--- src/aux_io_cfg.svh ---
`ifndef AUX_IO_CFG_SVH
`define AUX_IO_CFG_SVH
// ==========================================================
// register offsets (byte addresses, word index = address / 4)
`define OFS_CONFIG 8'h00
`define OFS_ACCESSORY 8'h04
`define OFS_INPUT_STATUS 8'h08
`define OFS_ANALOG_LOW 8'h0c
`define OFS_ANALOG_HIGH 8'h10
`define OFS_ROUTE 8'h14
// ==========================================================
// config field positions
`define CFG_MODE_LSB 0
`define CFG_STOP_FN_LSB 2
`define CFG_LOOP_LSB 4
`define CFG_SINGLE_BIT 6
`define CFG_RESET 32'h0000_0001
// ==========================================================
// status reply codes and thresholds
`define FIELD_OFF 8'h00
`define FIELD_ON 8'h01
`define DIGITAL_THRESHOLD 8'h1a
`define SPEED_ZERO 8'h80
`endif

--- src/aux_io_pkg.sv ---
package aux_io_pkg;
  // ==========================================================
  // operating and function modes
  typedef enum logic [1:0] {mode_radio, mode_serial, mode_analog, mode_rsvd} op_mode_t;
  typedef enum logic [1:0] {stop_none, stop_estop, stop_invert, stop_general} stop_fn_t;
  typedef enum logic [1:0] {loop_open, loop_position, loop_speed, loop_rsvd} loop_mode_t;
  typedef enum logic [2:0] {role_unused, role_command, role_position, role_speed} role_t;
  // ==========================================================
  // bus request bundle
  typedef struct packed {
    logic [7:0] addr;
    logic [31:0] wdata;
    logic wr;
    logic rd;
  } bus_req_t;
endpackage : aux_io_pkg

--- src/motor_ctrl_aux_io_logic.sv ---
// Decided for this implementation: the register offsets and the strobed register port.
`timescale 1ns/1ps
`include "aux_io_cfg.svh"
module motor_ctrl_aux_io_logic
  import aux_io_pkg::*;
#(
  parameter int ADC_W = 8
) (
  // clock, reset, enable
  input wire logic clk,
  input wire logic rst_n,
  input wire logic clk_en,
  // register port
  input wire logic [7:0] addr,
  input wire logic [31:0] wdata,
  input wire logic wr,
  input wire logic rd,
  output logic [31:0] rdata,
  // digital pins and radio channel levels
  input wire logic pullup_input_pin,
  input wire logic floating_input_pin,
  input wire logic stop_invert_input,
  // analog samples, 0 = 0V, full scale = 5V
  input wire logic [ADC_W-1:0] analog_in [4],
  // accessory open-drain output
  output logic accessory_out,
  output logic accessory_oe,
  // motor control effects
  output logic motor_invert,
  output logic motor_estop,
  output logic radio_ch2,
  output logic radio_ch3,
  output logic signed [ADC_W-1:0] speed_fb_one,
  output logic signed [ADC_W-1:0] speed_fb_two
);
  // ==========================================================
  // synchronisers
  logic [2:0] sync_a;
  logic [2:0] sync_b;
  logic pin_pullup;
  logic pin_float;
  logic pin_stop;
  bus_req_t req;
  assign req = '{addr: addr, wdata: wdata, wr: wr, rd: rd};
  // first stage read only by the second stage
  always_ff @(posedge clk or negedge rst_n) begin
    if (!rst_n) begin
      sync_a <= 3'h7;
      sync_b <= 3'h7;
    end else if (clk_en) begin
      sync_a <= {stop_invert_input, floating_input_pin, pullup_input_pin};
      sync_b <= sync_a;
    end
  end
  assign pin_pullup = sync_b[0];
  assign pin_float = sync_b[1];
  assign pin_stop = sync_b[2];

  // ==========================================================
  // configuration register
  logic [31:0] config_reg;
  op_mode_t op_mode;
  stop_fn_t stop_fn;
  loop_mode_t loop_mode;
  logic single_chan;
  always_ff @(posedge clk or negedge rst_n) begin
    if (!rst_n) begin
      config_reg <= `CFG_RESET;
    end else if (clk_en && req.wr && req.addr == `OFS_CONFIG) begin
      config_reg <= {25'h0, req.wdata[6:0]};
    end
  end
  assign op_mode = op_mode_t'(config_reg[`CFG_MODE_LSB +: 2]);
  assign stop_fn = stop_fn_t'(config_reg[`CFG_STOP_FN_LSB +: 2]);
  assign loop_mode = loop_mode_t'(config_reg[`CFG_LOOP_LSB +: 2]);
  assign single_chan = config_reg[`CFG_SINGLE_BIT];

  // ==========================================================
  // pin roles by mode
  logic user_mode;
  logic pullup_on;
  logic float_on;
  logic stop_on;
  logic analog4_digital;
  assign user_mode = (op_mode == mode_serial) || (op_mode == mode_analog);
  // undriven line is held high by the pull-up, so high reads on
  assign pullup_on = pin_pullup;
  assign float_on = pin_float;
  // high means released: no stop, not inverted
  assign stop_on = pin_stop;
  // shared line judged by its analog level, a cleaner decision than the pin logic level
  assign analog4_digital = (analog_in[3] >= `DIGITAL_THRESHOLD);

  // ==========================================================
  // radio channel forwarding, only in radio mode
  always_ff @(posedge clk or negedge rst_n) begin
    if (!rst_n) begin
      radio_ch2 <= 1'b0;
      radio_ch3 <= 1'b0;
    end else if (clk_en) begin
      radio_ch2 <= (op_mode == mode_radio) ? pin_float : 1'b0;
      radio_ch3 <= (op_mode == mode_radio) ? pin_pullup : 1'b0;
    end
  end

  // ==========================================================
  // accessory output
  logic accessory_cmd;
  always_ff @(posedge clk or negedge rst_n) begin
    if (!rst_n) begin
      accessory_cmd <= 1'b0;
    end else if (clk_en && req.wr && req.addr == `OFS_ACCESSORY && op_mode == mode_serial) begin
      accessory_cmd <= req.wdata[0];
    end
  end
  // open drain: enable pulls the line low, meaning accessory on
  always_ff @(posedge clk or negedge rst_n) begin
    if (!rst_n) begin
      accessory_out <= 1'b0;
      accessory_oe <= 1'b0;
    end else if (clk_en) begin
      accessory_out <= 1'b0;
      if (op_mode == mode_radio) begin
        accessory_oe <= pin_pullup;
      end else if (op_mode == mode_serial) begin
        accessory_oe <= accessory_cmd;
      end else begin
        accessory_oe <= 1'b0;
      end
    end
  end

  // ==========================================================
  // stop/invert effects
  always_ff @(posedge clk or negedge rst_n) begin
    if (!rst_n) begin
      motor_invert <= 1'b0;
      motor_estop <= 1'b0;
    end else if (clk_en) begin
      motor_invert <= (stop_fn == stop_invert) && !stop_on;
      motor_estop <= (stop_fn == stop_estop) && !stop_on;
    end
  end

  // ==========================================================
  // analog routing roles, three bits per input
  role_t role [4];
  role_t fb_role;
  always_comb begin
    fb_role = (loop_mode == loop_speed) ? role_speed : role_position;
    for (int i = 0; i < 4; i++) begin
      role[i] = role_unused;
    end
    if (loop_mode == loop_position || loop_mode == loop_speed) begin
      if (op_mode == mode_analog) begin
        role[0] = role_command;
        role[1] = single_chan ? role_unused : role_command;
        role[2] = fb_role;
        role[3] = single_chan ? role_unused : fb_role;
      end else begin
        role[0] = fb_role;
        role[1] = single_chan ? role_unused : fb_role;
      end
    end
  end

  // ==========================================================
  // speed feedback, mid-scale is zero speed
  logic [ADC_W-1:0] fb_one;
  logic [ADC_W-1:0] fb_two;
  assign fb_one = (op_mode == mode_analog) ? analog_in[2] : analog_in[0];
  assign fb_two = (op_mode == mode_analog) ? analog_in[3] : analog_in[1];
  always_ff @(posedge clk or negedge rst_n) begin
    if (!rst_n) begin
      speed_fb_one <= '0;
      speed_fb_two <= '0;
    end else if (clk_en && loop_mode == loop_speed) begin
      // offset binary to signed: 0V full reverse, 5V full forward
      speed_fb_one <= $signed(fb_one ^ ADC_W'(`SPEED_ZERO));
      speed_fb_two <= $signed(fb_two ^ ADC_W'(`SPEED_ZERO));
    end else if (clk_en) begin
      speed_fb_one <= '0;
      speed_fb_two <= '0;
    end
  end

  // ==========================================================
  // read mux; pull-up and floating fields meaningful in serial and analog modes only, stop field in every mode
  logic [7:0] field_one;
  logic [7:0] field_two;
  logic [7:0] field_three;
  logic [31:0] next_rdata;
  always_comb begin
    field_one = (user_mode && pullup_on) ? `FIELD_ON : `FIELD_OFF;
    if (user_mode && analog_in[3] != '0) begin
      field_one = analog4_digital ? `FIELD_ON : `FIELD_OFF;
    end
    field_two = (user_mode && float_on) ? `FIELD_ON : `FIELD_OFF;
    field_three = stop_on ? `FIELD_ON : `FIELD_OFF;
    next_rdata = 32'h0;
    case (req.addr)
      `OFS_CONFIG: next_rdata = config_reg;
      `OFS_ACCESSORY: next_rdata = {31'h0, accessory_oe};
      `OFS_INPUT_STATUS: next_rdata = {8'h00, field_one, field_two, field_three};
      `OFS_ANALOG_LOW: next_rdata = {16'h0, 8'(analog_in[0]), 8'(analog_in[1])};
      `OFS_ANALOG_HIGH: next_rdata = {16'h0, 8'(analog_in[2]), 8'(analog_in[3])};
      `OFS_ROUTE: next_rdata = {20'h0, role[3], role[2], role[1], role[0]};
      default: next_rdata = 32'h0;
    endcase
  end
  // read data stands only in the cycle after the strobe
  always_ff @(posedge clk or negedge rst_n) begin
    if (!rst_n) begin
      rdata <= 32'h0;
    end else if (clk_en) begin
      rdata <= req.rd ? next_rdata : 32'h0;
    end
  end
endmodule : motor_ctrl_aux_io_logic

--- config.mk ---
export PLATFORM = sky130hd
export DESIGN_NAME = motor_ctrl_aux_io_logic
export DESIGN_NICKNAME = d
export VERILOG_FILES = /design/src/aux_io_pkg.sv /design/src/motor_ctrl_aux_io_logic.sv
export VERILOG_INCLUDE_DIRS = /design/src /design/src/src
export SDC_FILE = /design/constraint.sdc
export NUM_CORES = 1
export LEC_CHECK = 0
export ABC_AREA = 0
export BUFFER_PORTS_ARGS = -buffer_cell sky130_fd_sc_hd__buf_2
export CAP_MARGIN = 20
export CORE_MARGIN = 5
export CORE_UTILIZATION = 45
export CTS_BUF_LIST = sky130_fd_sc_hd__clkbuf_4 sky130_fd_sc_hd__clkbuf_8
export CTS_CLUSTER_SIZE = 8
export DETAILED_ROUTE_END_ITERATION = 7
export PLACE_DENSITY = 0.78
export SYNTH_ARGS = -nofsm -noshare
export SYNTH_HDL_FRONTEND = slang
export SYNTH_SLANG_ARGS = --single-unit
--- constraint.sdc ---
create_clock -name clk -period 2.1 [get_ports clk]
set_input_delay 0 -clock clk [delete_from_list [all_inputs] [get_ports clk]]
set_output_delay 0 -clock clk [all_outputs]
set_load 0.01 [all_outputs]
# Yosys cells after proc, flatten, opt, wreduce, memory -nomap -nowiden
# Index checks and enable logic that the tools add are counted.
[totals]
ff_bits = 67
wordCells = 65
[op_classes]
order_cmp = 1
n_eq_ne = 11
mux = 22
n_bitwise = 2
n_reduce_logical = 17
[ops]
columns = ["op", "count"]
rows = [
  ["case mux 24 bit (6 select lines)", 1],
  ["two-way mux 8 bit", 5],
  ["two-way mux 32 bit", 1],
  ["== test 8 x 4 -> 1 bit, second input constant", 2],
  ["== test 8 x 5 -> 1 bit, second input constant", 2],
  ["two-way mux 1 bit", 11],
  ["two-way mux 11 bit", 1],
  ["logical AND 1 bit", 10],
  ["two-way mux 5 bit", 2],
  ["== test 8 x 3 -> 1 bit, second input constant", 1],
  [">= comparator 8 x 5 -> 1 bit, second input constant", 1],
  ["zero test 8 bit", 1],
  ["nonzero test 8 bit", 1],
  ["== test 2 x 1 -> 1 bit, second input constant", 3],
  ["== test 2 bit, second input constant", 3],
  ["zero test 2 bit", 1],
  ["logical OR 1 bit", 2],
  ["two-way mux 2 bit", 1],
  ["inverter 1 bit", 2],
  ["nonzero test 2 bit", 1],
  ["zero test 1 bit", 1],
]

# Depth between registers and ports, before layout
# Gate-level depths: netlist of run 1.
[logic_depth]
word_depth = 7
mapped_depth = 7
ltp_nobuf = 6

# Least setup slack after synthesis of run 1
# Ideal clock, no wire load.
[synth_timing]
kind = "flip-flop to flip-flop"
startpoint = "register config_reg[0]"
endpoint = "register rdata[1]"
setup_ns = 0.124
t_arrival_ns = 1.501
required_ns = 1.976
slack_ns = 0.475
path_stages_with_launch = 7
path_buffers = 2
synth_period_minus_slack_ns = 1.625
cell_sequence = "dfstp_2 inv_1 ha_1 clkbuf_1 buf_1 nor3_1 a211o_1"
[synth_between]
elab_chain_cells = 5
[synth_rtl]
columns = ["element", "line", "source"]
rows = [
  ["start, declared", "motor_ctrl_aux_io_logic.sv:61", "logic [31:0] config_reg;"],
  ["start signal, assigned", "motor_ctrl_aux_io_logic.sv:68", "config_reg <= `CFG_RESET;"],
  ["start signal, assigned", "motor_ctrl_aux_io_logic.sv:70", "config_reg <= {25'h0, req.wdata[6:0]};"],
  ["== test 2 bit", "motor_ctrl_aux_io_logic.sv:155", "if (op_mode == mode_analog) begin"],
  ["two-way mux 5 bit", "motor_ctrl_aux_io_logic.sv:155", ""],
  ["two-way mux 11 bit", "motor_ctrl_aux_io_logic.sv:154", "if (loop_mode == loop_position || loop_mode == loop_speed) begin"],
  ["case mux 24 bit (6 select lines)", "motor_ctrl_aux_io_logic.sv:201", "case (req.addr)"],
  ["two-way mux 32 bit", "motor_ctrl_aux_io_logic.sv:216", "rdata <= req.rd ? next_rdata : 32'h0;"],
  ["end signal, assigned", "motor_ctrl_aux_io_logic.sv:216", ""],
  ["end, declared", "motor_ctrl_aux_io_logic.sv:18", "output logic [31:0] rdata,"],
]
# No other way between the ends.
# A chain may end at the register's enable or synchronous reset.

# Worst setup path after layout of run 1
[layout_timing]
startpoint = "register config_reg[0]"
endpoint = "register speed_fb_one[3]"
[layout_between]
elab_chain_cells = 3
[layout_rtl]
columns = ["element", "line", "source"]
rows = [
  ["== test 2 bit", "motor_ctrl_aux_io_logic.sv:171", "assign fb_one = (op_mode == mode_analog) ? analog_in[2] : analog_in[0];"],
  ["two-way mux 8 bit", "motor_ctrl_aux_io_logic.sv:171", ""],
  ["two-way mux 8 bit", "motor_ctrl_aux_io_logic.sv:177", "end else if (clk_en && loop_mode == loop_speed) begin"],
  ["end signal, assigned", "motor_ctrl_aux_io_logic.sv:179", "speed_fb_one <= $signed(fb_one ^ ADC_W'(`SPEED_ZERO));"],
  ["end, declared", "motor_ctrl_aux_io_logic.sv:33", "output logic signed [ADC_W-1:0] speed_fb_one,"],
]
# No other way between the ends.

==> impl_metrics.py, run 1 <==
metrics = {
    "logic_synthesis": {
        "syn_area_sq_um": 2780,
        "synth-seq-area-share_pct": 47.2,
        "ys_types": 50,
        "netlist_top_cells_count": "dfrtp_1 (45), o2bb2ai_1 (30), buf_4 (17)",
        "synthSimpleGateAreaFrac_pct": 10.3,
        "ys_async_sr_fraction_pct": 100,
        "synth_compound_area_share_pct": 20.6,
        "ys_warn_count": 0,
        "synthAdderAreaFrac_pct": 1.80,
        "synthCells": 246,
        "ys_seq_elements": 52,
        "ys.flop_type": "dfrtp_1",
        "synth.most_common_cell": "dfrtp_1",
        "synth_top_family_by_area": "compound AO/OA/AOI/OAI gates",
        "synthXorXnorAreaFrac_pct": 0,
        "syn_avg_cell_area_sq_um": 11.3,
        "synth_largest_area_cell": "dfrtp_1",
        "muxShareOfSynthArea_pct": 12.0,
        "yosys-top-cells-area": "dfrtp_1 (41%), o2bb2ai_1 (9.5%), dfstp_2 (6.6%), mux2i_1 (5.4%), buf_4 (4.6%)",
        "synth_edf_count": 0,
        "yosys.area.top_type_share_pct": 40.5,
    },
    "cts": {
        "cts_buffers": 5,
        "clock_latency_ns": 0.30,
        "clkTransAtPathRegs_ns": 0.09,
        "cts.htree.levels": 2,
        "clock_path_buffers": 2,
        "tritoncts": "done",
        "cts_root_buffer": "clkbuf_8",
        "post-cts-setup-buffer-count": 0,
        "cts.sinks": 52,
    },
    "critical_path": {
        "end_kind": "flop",
        "cp_max_fo": 10,
        "worstPathArrival_ns": 2.16,
        "rr_startpoint": "config_reg[0]",
        "crit_required_ns": 2.28,
        "startpoint": "config_reg[0]",
        "worst_setup_path_start_kind": "flop",
        "worstReg2RegEnd": "speed_fb_one[3]",
        "crit_type": "reg -> reg",
        "r2r_slack_ns": 0.12,
        "reg2reg_depth": 6,
    },
    "die": {
        "die_height_um": 88.6,
        "std_cell_rows": 28,
        "core_area_sq_um": 5960,
        "die_area_sq_um": 7840,
        "ios": 134,
        "die_x_um": 88.6,
        "initial_core_util_pct": 46.6,
    },
    "sta": {
        "layout_min_cycle_time_ns": 1.98,
        "maxSlewHeadroom_pct": 33.8,
        "slew_viol_final": 0,
        "setup_tns_ns": 0,
        "worst_slew_pin_slew_ns": 0.992,
        "setup_violations": 0,
        "hold_violations": 1,
        "fin_skew_ns": 0.00746,
        "period_share_pct": 94.2,
        "holdWs_ns": -0.000370,
        "rsz0062_at_grt": "false",
        "fmax_mhz": 506,
    },
    "worst_hold_path": {
        "holdPathStages": 3,
        "hold_start": "analog_in[23]",
        "hold_path_class": "in -> reg",
        "min_to": "rdata[7]",
    },
    "run_status": {
        "violations": "hold timing",
        "outcome": "complete, but fails checks",
    },
    "power_and_ir_drop": {
        "pwr-share-seq_pct": 50.8,
        "switching_share_pct": 23.7,
        "clkPwrFrac_pct": 35.9,
        "internal_power_uw": 1580,
        "p_switching_uw": 490,
        "leakage_uw": 0.00175,
        "p_per_area_nw_per_um2": 575,
        "p_comb_share_pct": 13.3,
        "vdd_drop_max_mv": 0.271,
    },
    "global_routing": {
        "grt_pass1_vias": 2472,
        "grt_usage_pct": 20.0,
        "grt_pass1_wl_um": 12100,
        "grt_overflow_total": 0,
        "grt_antenna_before_repair": 0,
        "grt_start_max_net_pins": 41,
    },
    "route": {
        "drt_iter0_markers": 239,
        "viasPerCell": 5.59,
        "wire_per_inst_um": 17.3,
        "dr.pass1.iters": 4,
        "vias": 2427,
        "route.detailed.drc": 0,
        "drt_wl_total_um": 7530,
        "route.antenna.remaining_nets": 0,
    },
    "cells_and_area": {
        "final_cells": 434,
        "diodes": 0,
        "largestRegisters": "rdata (17), speed_fb_one (8), speed_fb_two (8)",
        "drive_above_1_share_pct": 37.9,
        "regMostFlops": "rdata",
        "largest_reg_flops": 17,
        "num-nets-final": 442,
        "area_growth_pct": 29.7,
    },
    "run": {
        "cap_violations": 0,
    },
    "placed_design": {
        "dp_hpwl_um": 5540,
        "dp_cells": 404,
        "place.gp.congestion": 0.906,
        "port_buffers": 92,
    },
}
how the worst max path moves through the flow:
stage | cells past startpoint | to | slack, ns
floorplan | 6 | rdata[1] | 0.48
global placement | 5 | speed_fb_one[7] | 0.47
detailed placement | 5 | speed_fb_one[7] | 0.45
CTS | 6 | speed_fb_one[5] | 0.05
global route | 6 | speed_fb_one[3] | 0.04
finish | 6 | speed_fb_one[3] | 0.12
worst max-delay path, stage by stage, from the launching register on:
cell           delay (ns)
dfstp_2              0.54
inv_1                0.08
ha_2                 0.26
buf_4                0.19
mux2i_1              0.16
dlygate4sd3_1        0.57
o2bb2ai_1            0.06
cell usage in the layout, fill, tap and decap left out, types with 2 or more instances in the layout:
cell,synthesis,final
and2_1,2,2
a32oi_1,2,2
a21o_1,3,3
nand4_1,4,4
nand2_1,14,14
mux2i_1,15,15
a21oi_1,3,3
buf_4,17,8
mux2_2,11,11
a22oi_1,11,11
ha_1,4,3
dfstp_2,7,7
o21ai_0,11,11
clkbuf_8,0,7
a32o_1,2,2
conb_1,1,16
o2bb2ai_1,30,30
mux2_4,4,4
dfrtp_1,45,45
a31oi_1,3,3
and3_1,2,2
nor2_1,5,5
inv_1,7,7
dlygate4sd3_1,0,22
nand3b_1,2,2
buf_2,3,92
nor3_1,4,4
through the flow:
step	total power [uW]	utilization [%]	setup slack (ns)	area, sq um
2_1_floorplan	1210	-	0.475	2830
3_3_place_gp	1310	54.6	0.471	3250
3_5_place_dp	1310	54.6	0.448	3250
4_1_cts	2080	60.4	0.0488	3600
5_1_grt	2170	60.5	0.0403	3600
6_report	2070	60.5	0.123	3600
routing by layer:
metal | vias up | global-route usage (%) | part of all wire, % | wire length [um]
met5 | - | 0 | 0 | 0
met3 | 16 | 4.75 | 8.8 | 664
met1 | 1172 | 26.9 | 43 | 3260
met2 | 121 | 31.7 | 46 | 3440
met4 | 0 | 7.28 | 2.1 | 160
li1 | 1118 | - | - | -
logic make-up (layout without fill, tap and decap cells):
| logic type | count (synthesis) | count (layout) |
|---|---|---|
| other | 1 | 16 |
| adder cells (fa/ha/maj) | 4 | 4 |
| multiplexers | 30 | 30 |
| AO/OA/AOI/OAI | 75 | 75 |
| flip-flops | 52 | 52 |
| AND/OR/NAND/NOR | 45 | 45 |
| buffers and inverters | 39 | 137 |
power groups by stage:
| stage | Combinational [uW] | Clock (uW) | Sequential, uW |
|---|---|---|---|
| final | 276 | 744 | 1050 |
| after global routing | 305 | 811 | 1060 |
| after CTS | 274 | 757 | 1050 |
| after detailed placement | 243 | 0 | 1070 |
| after global placement | 239 | 0 | 1070 |
| after floorplan | 143 | 0 | 1070 |
area by class of cell:
cell class                      instances  area [sq um]
Timing Repair Buffer                  122           741
Multi-Input combinational cell        170          1310
Tap cell                               75          93.8
Sequential cell                        52          1310
Fill cell                             493          2350
Clock buffer                            7          96.3
Clock inverter                          1          30.0
Inverter                                7          26.3
what timing repair did:
action | in CTS | in global routing
hold endpoints to repair | 51 | 0
resized for setup | 0 | 1
endpoints found under the setup margin | 0 | 3
hold buffers | 22 | 0
No activity file was read; power rests on OpenSTA's default activity.
==> run 2: changes to the inputs <==
==> constraint.sdc (replaced) <==
create_clock -name clk -period 2.1 [get_ports clk]
set_input_delay 0.315 -clock clk [delete_from_list [all_inputs] [get_ports clk]]
set_output_delay 0.315 -clock clk [all_outputs]
set_load 0.01 [all_outputs]
==> run 2 against run 1 <==
- the flow now finishes without violations
- hold slack better by 0.0090 ns
- largest cell class unchanged
- design area down 5.8%
- die area unchanged
- clock power down 7.7%
- register-to-register slack better by 0.27 ns
- total power down 3.9%
- clock-buffer cell count down 1
==> impl_metrics.py, run 2 (synthesis gave the netlist of run 1 again) <==
metrics = {
    "critical_path": {
        "critPathTopFamily": "adder cells",
        "cp_cell_sequence": "inv_1 -> ha_1 -> buf_4 -> mux2i_1 -> o2bb2ai_1",
        "worstReg2RegEnd": "speed_fb_two[0]",
        "crit_required_ns": 2.27,
        "rr_startpoint": "config_reg[0]",
        "crit_type": "reg -> reg",
        "crit_buf_inv": 2,
        "slowest_delay_ns": 0.44,
        "cp_max_fo": 10,
        "r2r_slack_ns": 0.39,
        "end_kind": "flop",
        "worstPathArrival_ns": 1.88,
        "worst_setup_path_start_kind": "flop",
        "cp_slowest_cell": "ha_1",
        "reg2reg_depth": 5,
    },
    "global_routing": {
        "grt_antenna_before_repair": 0,
        "grt_overflow_total": 0,
        "grt_pass1_wl_um": 11500,
        "grt_start_max_net_pins": 28,
        "grt_usage_pct": 19.0,
        "grt_pass1_vias": 2320,
    },
    "placed_design": {
        "dp_hpwl_um": 5670,
        "place.gp.congestion": 0.863,
        "port_buffers": 92,
    },
    "cells_and_area": {
        "diodes": 0,
        "mostFrequentLayoutCell": "buf_2",
        "largestRegisters": "rdata (17), speed_fb_one (8), speed_fb_two (8)",
        "area_growth_pct": 22.1,
        "drive_above_1_share_pct": 40.4,
        "largest_reg_flops": 17,
        "regMostFlops": "rdata",
        "fillers": 526,
        "final_cell_mix": "buf_2 (92), dfrtp_1 (45), o2bb2ai_1 (30)",
        "num-nets-final": 422,
    },
    "sta": {
        "period_share_pct": 81.2,
        "layout_min_cycle_time_ns": 1.71,
        "rsz0062_at_grt": "false",
        "fmax_mhz": 586,
        "setup_tns_ns": 0,
        "setup_violations": 0,
        "fin_skew_ns": 0.00863,
        "worst_slew_pin_slew_ns": 0.604,
        "maxSlewHeadroom_pct": 59.7,
        "hold_violations": 0,
        "slew_viol_final": 0,
    },
    "cts": {
        "cts_root_buffer": "clkbuf_8",
        "cts_buffers": 5,
        "clock_latency_ns": 0.30,
        "post-cts-setup-buffer-count": 0,
        "postCtsHoldBufs": 0,
        "clkTransAtPathRegs_ns": 0.09,
        "cts.htree.levels": 2,
        "clock_path_buffers": 2,
        "cts_resized": 0,
        "tritoncts": "done",
        "cts.sinks": 52,
    },
    "power_and_ir_drop": {
        "vdd_drop_max_mv": 0.329,
        "fin_total_pwr_uw": 1990,
        "p_per_area_nw_per_um2": 587,
        "leakage_uw": 0.00168,
    },
    "die": {
        "std_cell_rows": 28,
        "initial_core_util_pct": 46.6,
        "ios": 134,
        "die_height_um": 88.6,
        "core_area_sq_um": 5960,
        "die_x_um": 88.6,
        "die_area_sq_um": 7840,
    },
    "route": {
        "dr.pass1.iters": 4,
        "route.detailed.drc": 0,
        "wire_per_inst_um": 17.6,
        "vias": 2291,
        "drt_wl_total_um": 7300,
        "drt_iter0_markers": 148,
        "viasPerCell": 5.53,
        "route.antenna.remaining_nets": 0,
    },
    "worst_hold_path": {
        "hold_path_class": "in -> async",
    },
    "run_status": {
        "outcome": "finished, final reports clean",
    },
    "run": {
        "cap_violations": 0,
    },
}
## run 2: cell count changes in the layout (fill, tap and decap cells not counted)
cell | before | now
ha_2 | 1 | 0
dlygate4sd3_1 | 22 | 0
clkbuf_4 | 0 | 1
buf_12 | 0 | 1
clkbuf_8 | 7 | 5
buf_4 | 8 | 9
ha_1 | 3 | 4
clkinv_2 | 0 | 1
## run 2: area by class of cell
type                    count  area, sq um  area share (%)
inverters                   7         26.3           0.775
well taps                  75         93.8            2.77
repair buffers            102          548            16.2
multi-input cells         170         1300            38.4
clock buffers               6         76.3            2.25
flip-flops and latches     52         1310            38.6
clock inverters             2         35.0            1.03
## run 2: per-layer routing
layer,routed length [um],part of all wire [%],global-route usage (%)
met5,0,0,0
met4,123,1.7,4.81
met3,737,10,5.03
met2,3350,46,30.4
met1,3100,42,25.9
## run 2: how the worst max path moves through the flow
stage | startpoint | to | slack [ns] | cells after the start
after floorplan | config_reg[0] | rdata[1] | 0.48 | 6
after detailed placement | addr[4] | rdata[4] | 0.27 | 6
after global routing | config_reg[0] | rdata[4] | 0.28 | 6
after global placement | addr[4] | rdata[4] | 0.34 | 6
final | config_reg[0] | speed_fb_two[0] | 0.39 | 5
after CTS | config_reg[0] | rdata[4] | 0.38 | 6
## run 2: per-stage QoR
stage	setup slack, ns	util (%)	area [sq um]	hold slack, ns	std cells
after CTS	0.383	57.0	3390	0.0226	414
after floorplan	0.475	-	2830	0.0194	261
after global routing	0.278	57.0	3390	0.0537	414
final	0.394	57.0	3390	0.00863	414
after detailed placement	0.268	55.1	3280	0.357	406
after global placement	0.340	55.1	3280	0.348	406
## run 2: where the power goes
part	total [uW]	switching, uW	leakage, uW	internal (uW)
sequential	1050	19.5	0.000691	1030
clock	687	320	0.0000586	367
combinational	249	145	0.000926	104
==> run 3: changes to the inputs <==
==> constraint.sdc (replaced) <==
create_clock -name clk -period 1.7 [get_ports clk]
set_input_delay 0.255 -clock clk [delete_from_list [all_inputs] [get_ports clk]]
set_output_delay 0.255 -clock clk [all_outputs]
set_load 0.01 [all_outputs]
==> run 3 against run 2 <==
- die area unchanged
- critical path depth unchanged
- largest cell class unchanged
- design area up 3.2%
- sequential power up 24%
- clock skew up 0.0017 ns
- final cell count up 2.4%
- combinational power up 29%
- sequential share of layout area down 1.2 points
- total power up 25%
- sequential cell count unchanged
- utilization up 1.8 points
==> impl_metrics.py, run 3 (synthesis gave the netlist of run 1 again) <==
metrics = {
    "die": {
        "std_cell_rows": 28,
        "die_area_sq_um": 7840,
        "die_height_um": 88.6,
        "initial_core_util_pct": 46.6,
        "core_area_sq_um": 5960,
        "ios": 134,
        "die_x_um": 88.6,
    },
    "placed_design": {
        "place.gp.congestion": 0.879,
        "port_buffers": 92,
        "post-place-ws_ns": 0.0871,
        "dp_hpwl_um": 5750,
        "place_area_sq_um": 3370,
    },
    "route": {
        "viasPerCell": 5.58,
        "route.detailed.drc": 0,
        "drt_iter0_markers": 151,
        "vias": 2368,
        "wire_per_inst_um": 17.2,
        "drt_wl_total_um": 7280,
        "dr.pass1.iters": 5,
        "route.antenna.remaining_nets": 0,
    },
    "cts": {
        "cts.sinks": 52,
        "clock_path_buffers": 2,
        "tritoncts": "done",
        "post-cts-setup-buffer-count": 0,
        "clkTransAtPathRegs_ns": 0.09,
        "clock_latency_ns": 0.31,
        "cts.htree.levels": 2,
        "cts_root_buffer": "clkbuf_8",
        "cts_buffers": 5,
    },
    "sta": {
        "rsz0062_at_grt": "true",
        "setup_violations": 0,
        "hold_violations": 0,
        "fmax_mhz": 619,
        "period_share_pct": 95.1,
        "layout_min_cycle_time_ns": 1.62,
        "finalWorstSetupSlack_ns": 0.0841,
        "worst_slew_pin_slew_ns": 0.581,
        "slew_viol_final": 0,
        "maxSlewHeadroom_pct": 61.3,
        "fin_skew_ns": 0.0103,
        "setup_tns_ns": 0,
    },
    "cells_and_area": {
        "num-nets-final": 432,
        "largestRegisters": "rdata (17), speed_fb_one (8), speed_fb_two (8)",
        "stdcell_area_sq_um": 3500,
        "diodes": 0,
        "largest_reg_flops": 17,
        "area_growth_pct": 26.0,
        "final_cell_mix": "buf_2 (92), dfrtp_1 (45), o2bb2ai_1 (30)",
        "mostFrequentLayoutCell": "buf_2",
        "regMostFlops": "rdata",
        "drive_above_1_share_pct": 42.1,
    },
    "critical_path": {
        "slowest_delay_ns": 0.54,
        "critPathTopFamily": "flip-flops",
        "worst_setup_path_start_kind": "flop",
        "cp_cell_sequence": "inv_1 -> ha_1 -> buf_12 -> mux2_2 -> o2bb2ai_1",
        "cp_max_fo": 12,
        "cp_slowest_cell": "dfstp_2",
        "crit_type": "reg -> reg",
        "crit_required_ns": 1.93,
        "end_kind": "flop",
        "crit_buf_inv": 2,
        "worstPathArrival_ns": 1.85,
    },
    "global_routing": {
        "grt_overflow_total": 0,
        "grt_pass1_vias": 2338,
        "grt_usage_pct": 19.4,
        "grt_start_max_net_pins": 28,
        "grt_pass1_wl_um": 11800,
        "grt_antenna_before_repair": 0,
    },
    "run": {
        "cap_violations": 0,
    },
    "power_and_ir_drop": {
        "vdd_drop_max_mv": 0.429,
        "leakage_uw": 0.00172,
        "p_per_area_nw_per_um2": 708,
        "fin_total_pwr_uw": 2480,
    },
    "worst_hold_path": {
        "hold_path_class": "in -> reg",
    },
    "run_status": {
        "outcome": "finished, final reports clean",
    },
}
[run 3: changes by cell type in the layout (fill, tap and decap cells not counted), sizes merged]
cell / before / now
buf: 102 / 111
clkbuf: 6 / 7
clkinv: 1 / 0
dlygate4sd3: 0 / 1
[run 3: layout make-up]
| type | instances | area, sq um |
|---|---|---|
| clock inverters | 1 | 30.0 |
| repair buffers | 112 | 651 |
| fillers | 525 | 2450 |
| inverters | 7 | 26.3 |
| multi-input cells | 170 | 1310 |
| well taps | 75 | 93.8 |
| clock buffers | 7 | 83.8 |
| flip-flops and latches | 52 | 1310 |
[run 3: power by group]
| group | internal (uW) | total (uW) | switching [uW] |
|---|---|---|---|
| clock | 473 | 858 | 385 |
| sequential | 1280 | 1300 | 21.8 |
| combinational | 141 | 322 | 181 |
| total | 1890 | 2480 | 588 |
[run 3: worst paths after layout]
path	slack [ns]	cells past startpoint	endpoint	from
worst min-delay path	0.17	3	config_reg[1]	wdata[1]
worst max-delay path	0.08	5	speed_fb_one[7]	config_reg[0]
worst min register to register	0.48	1	rdata[0]	rdata[0]
max in group asynchronous	0.73	3	sync_a[0]	rst_n
min in group asynchronous	0.39	2	speed_fb_two[1]	rst_n
worst max register to register	0.08	5	speed_fb_one[7]	config_reg[0]
[run 3: routing by layer]
layer | vias up | wire length [um] | GRT usage [%]
met4 | 0 | 48 | 4.12
li1 | 1097 | - | -
met2 | 99 | 3450 | 31.6
met3 | 7 | 618 | 3.91
met5 | - | 0 | 0
met1 | 1165 | 3160 | 27.1
[run 3: tightest hold or removal path, delay by kind of cell]
family / cells / cell delay, ns
buffers and inverters: 1 / 0.08
AOI/OAI and AO/OA: 1 / 0.06
and+or+nand+nor: 1 / 0.04
[run 3: what timing repair did]
| item | 4_1_cts | 5_1_grt |
|---|---|---|
| endpoints found under the setup margin | 0 | 1 |
| endpoints found under the hold margin | 12 | 0 |
| hold buffers | 1 | 0 |
| gates resized for setup | 0 | 1 |
[run 3: per-stage QoR]
step	hold slack (ns)	cells	utilization, %
6_report	0.168	424	58.8
5_1_grt	0.161	424	58.8
4_1_cts	0.161	424	58.7
3_5_place_dp	0.194	415	56.6
3_3_place_gp	0.189	415	56.6
2_1_floorplan	-0.0406	261	-
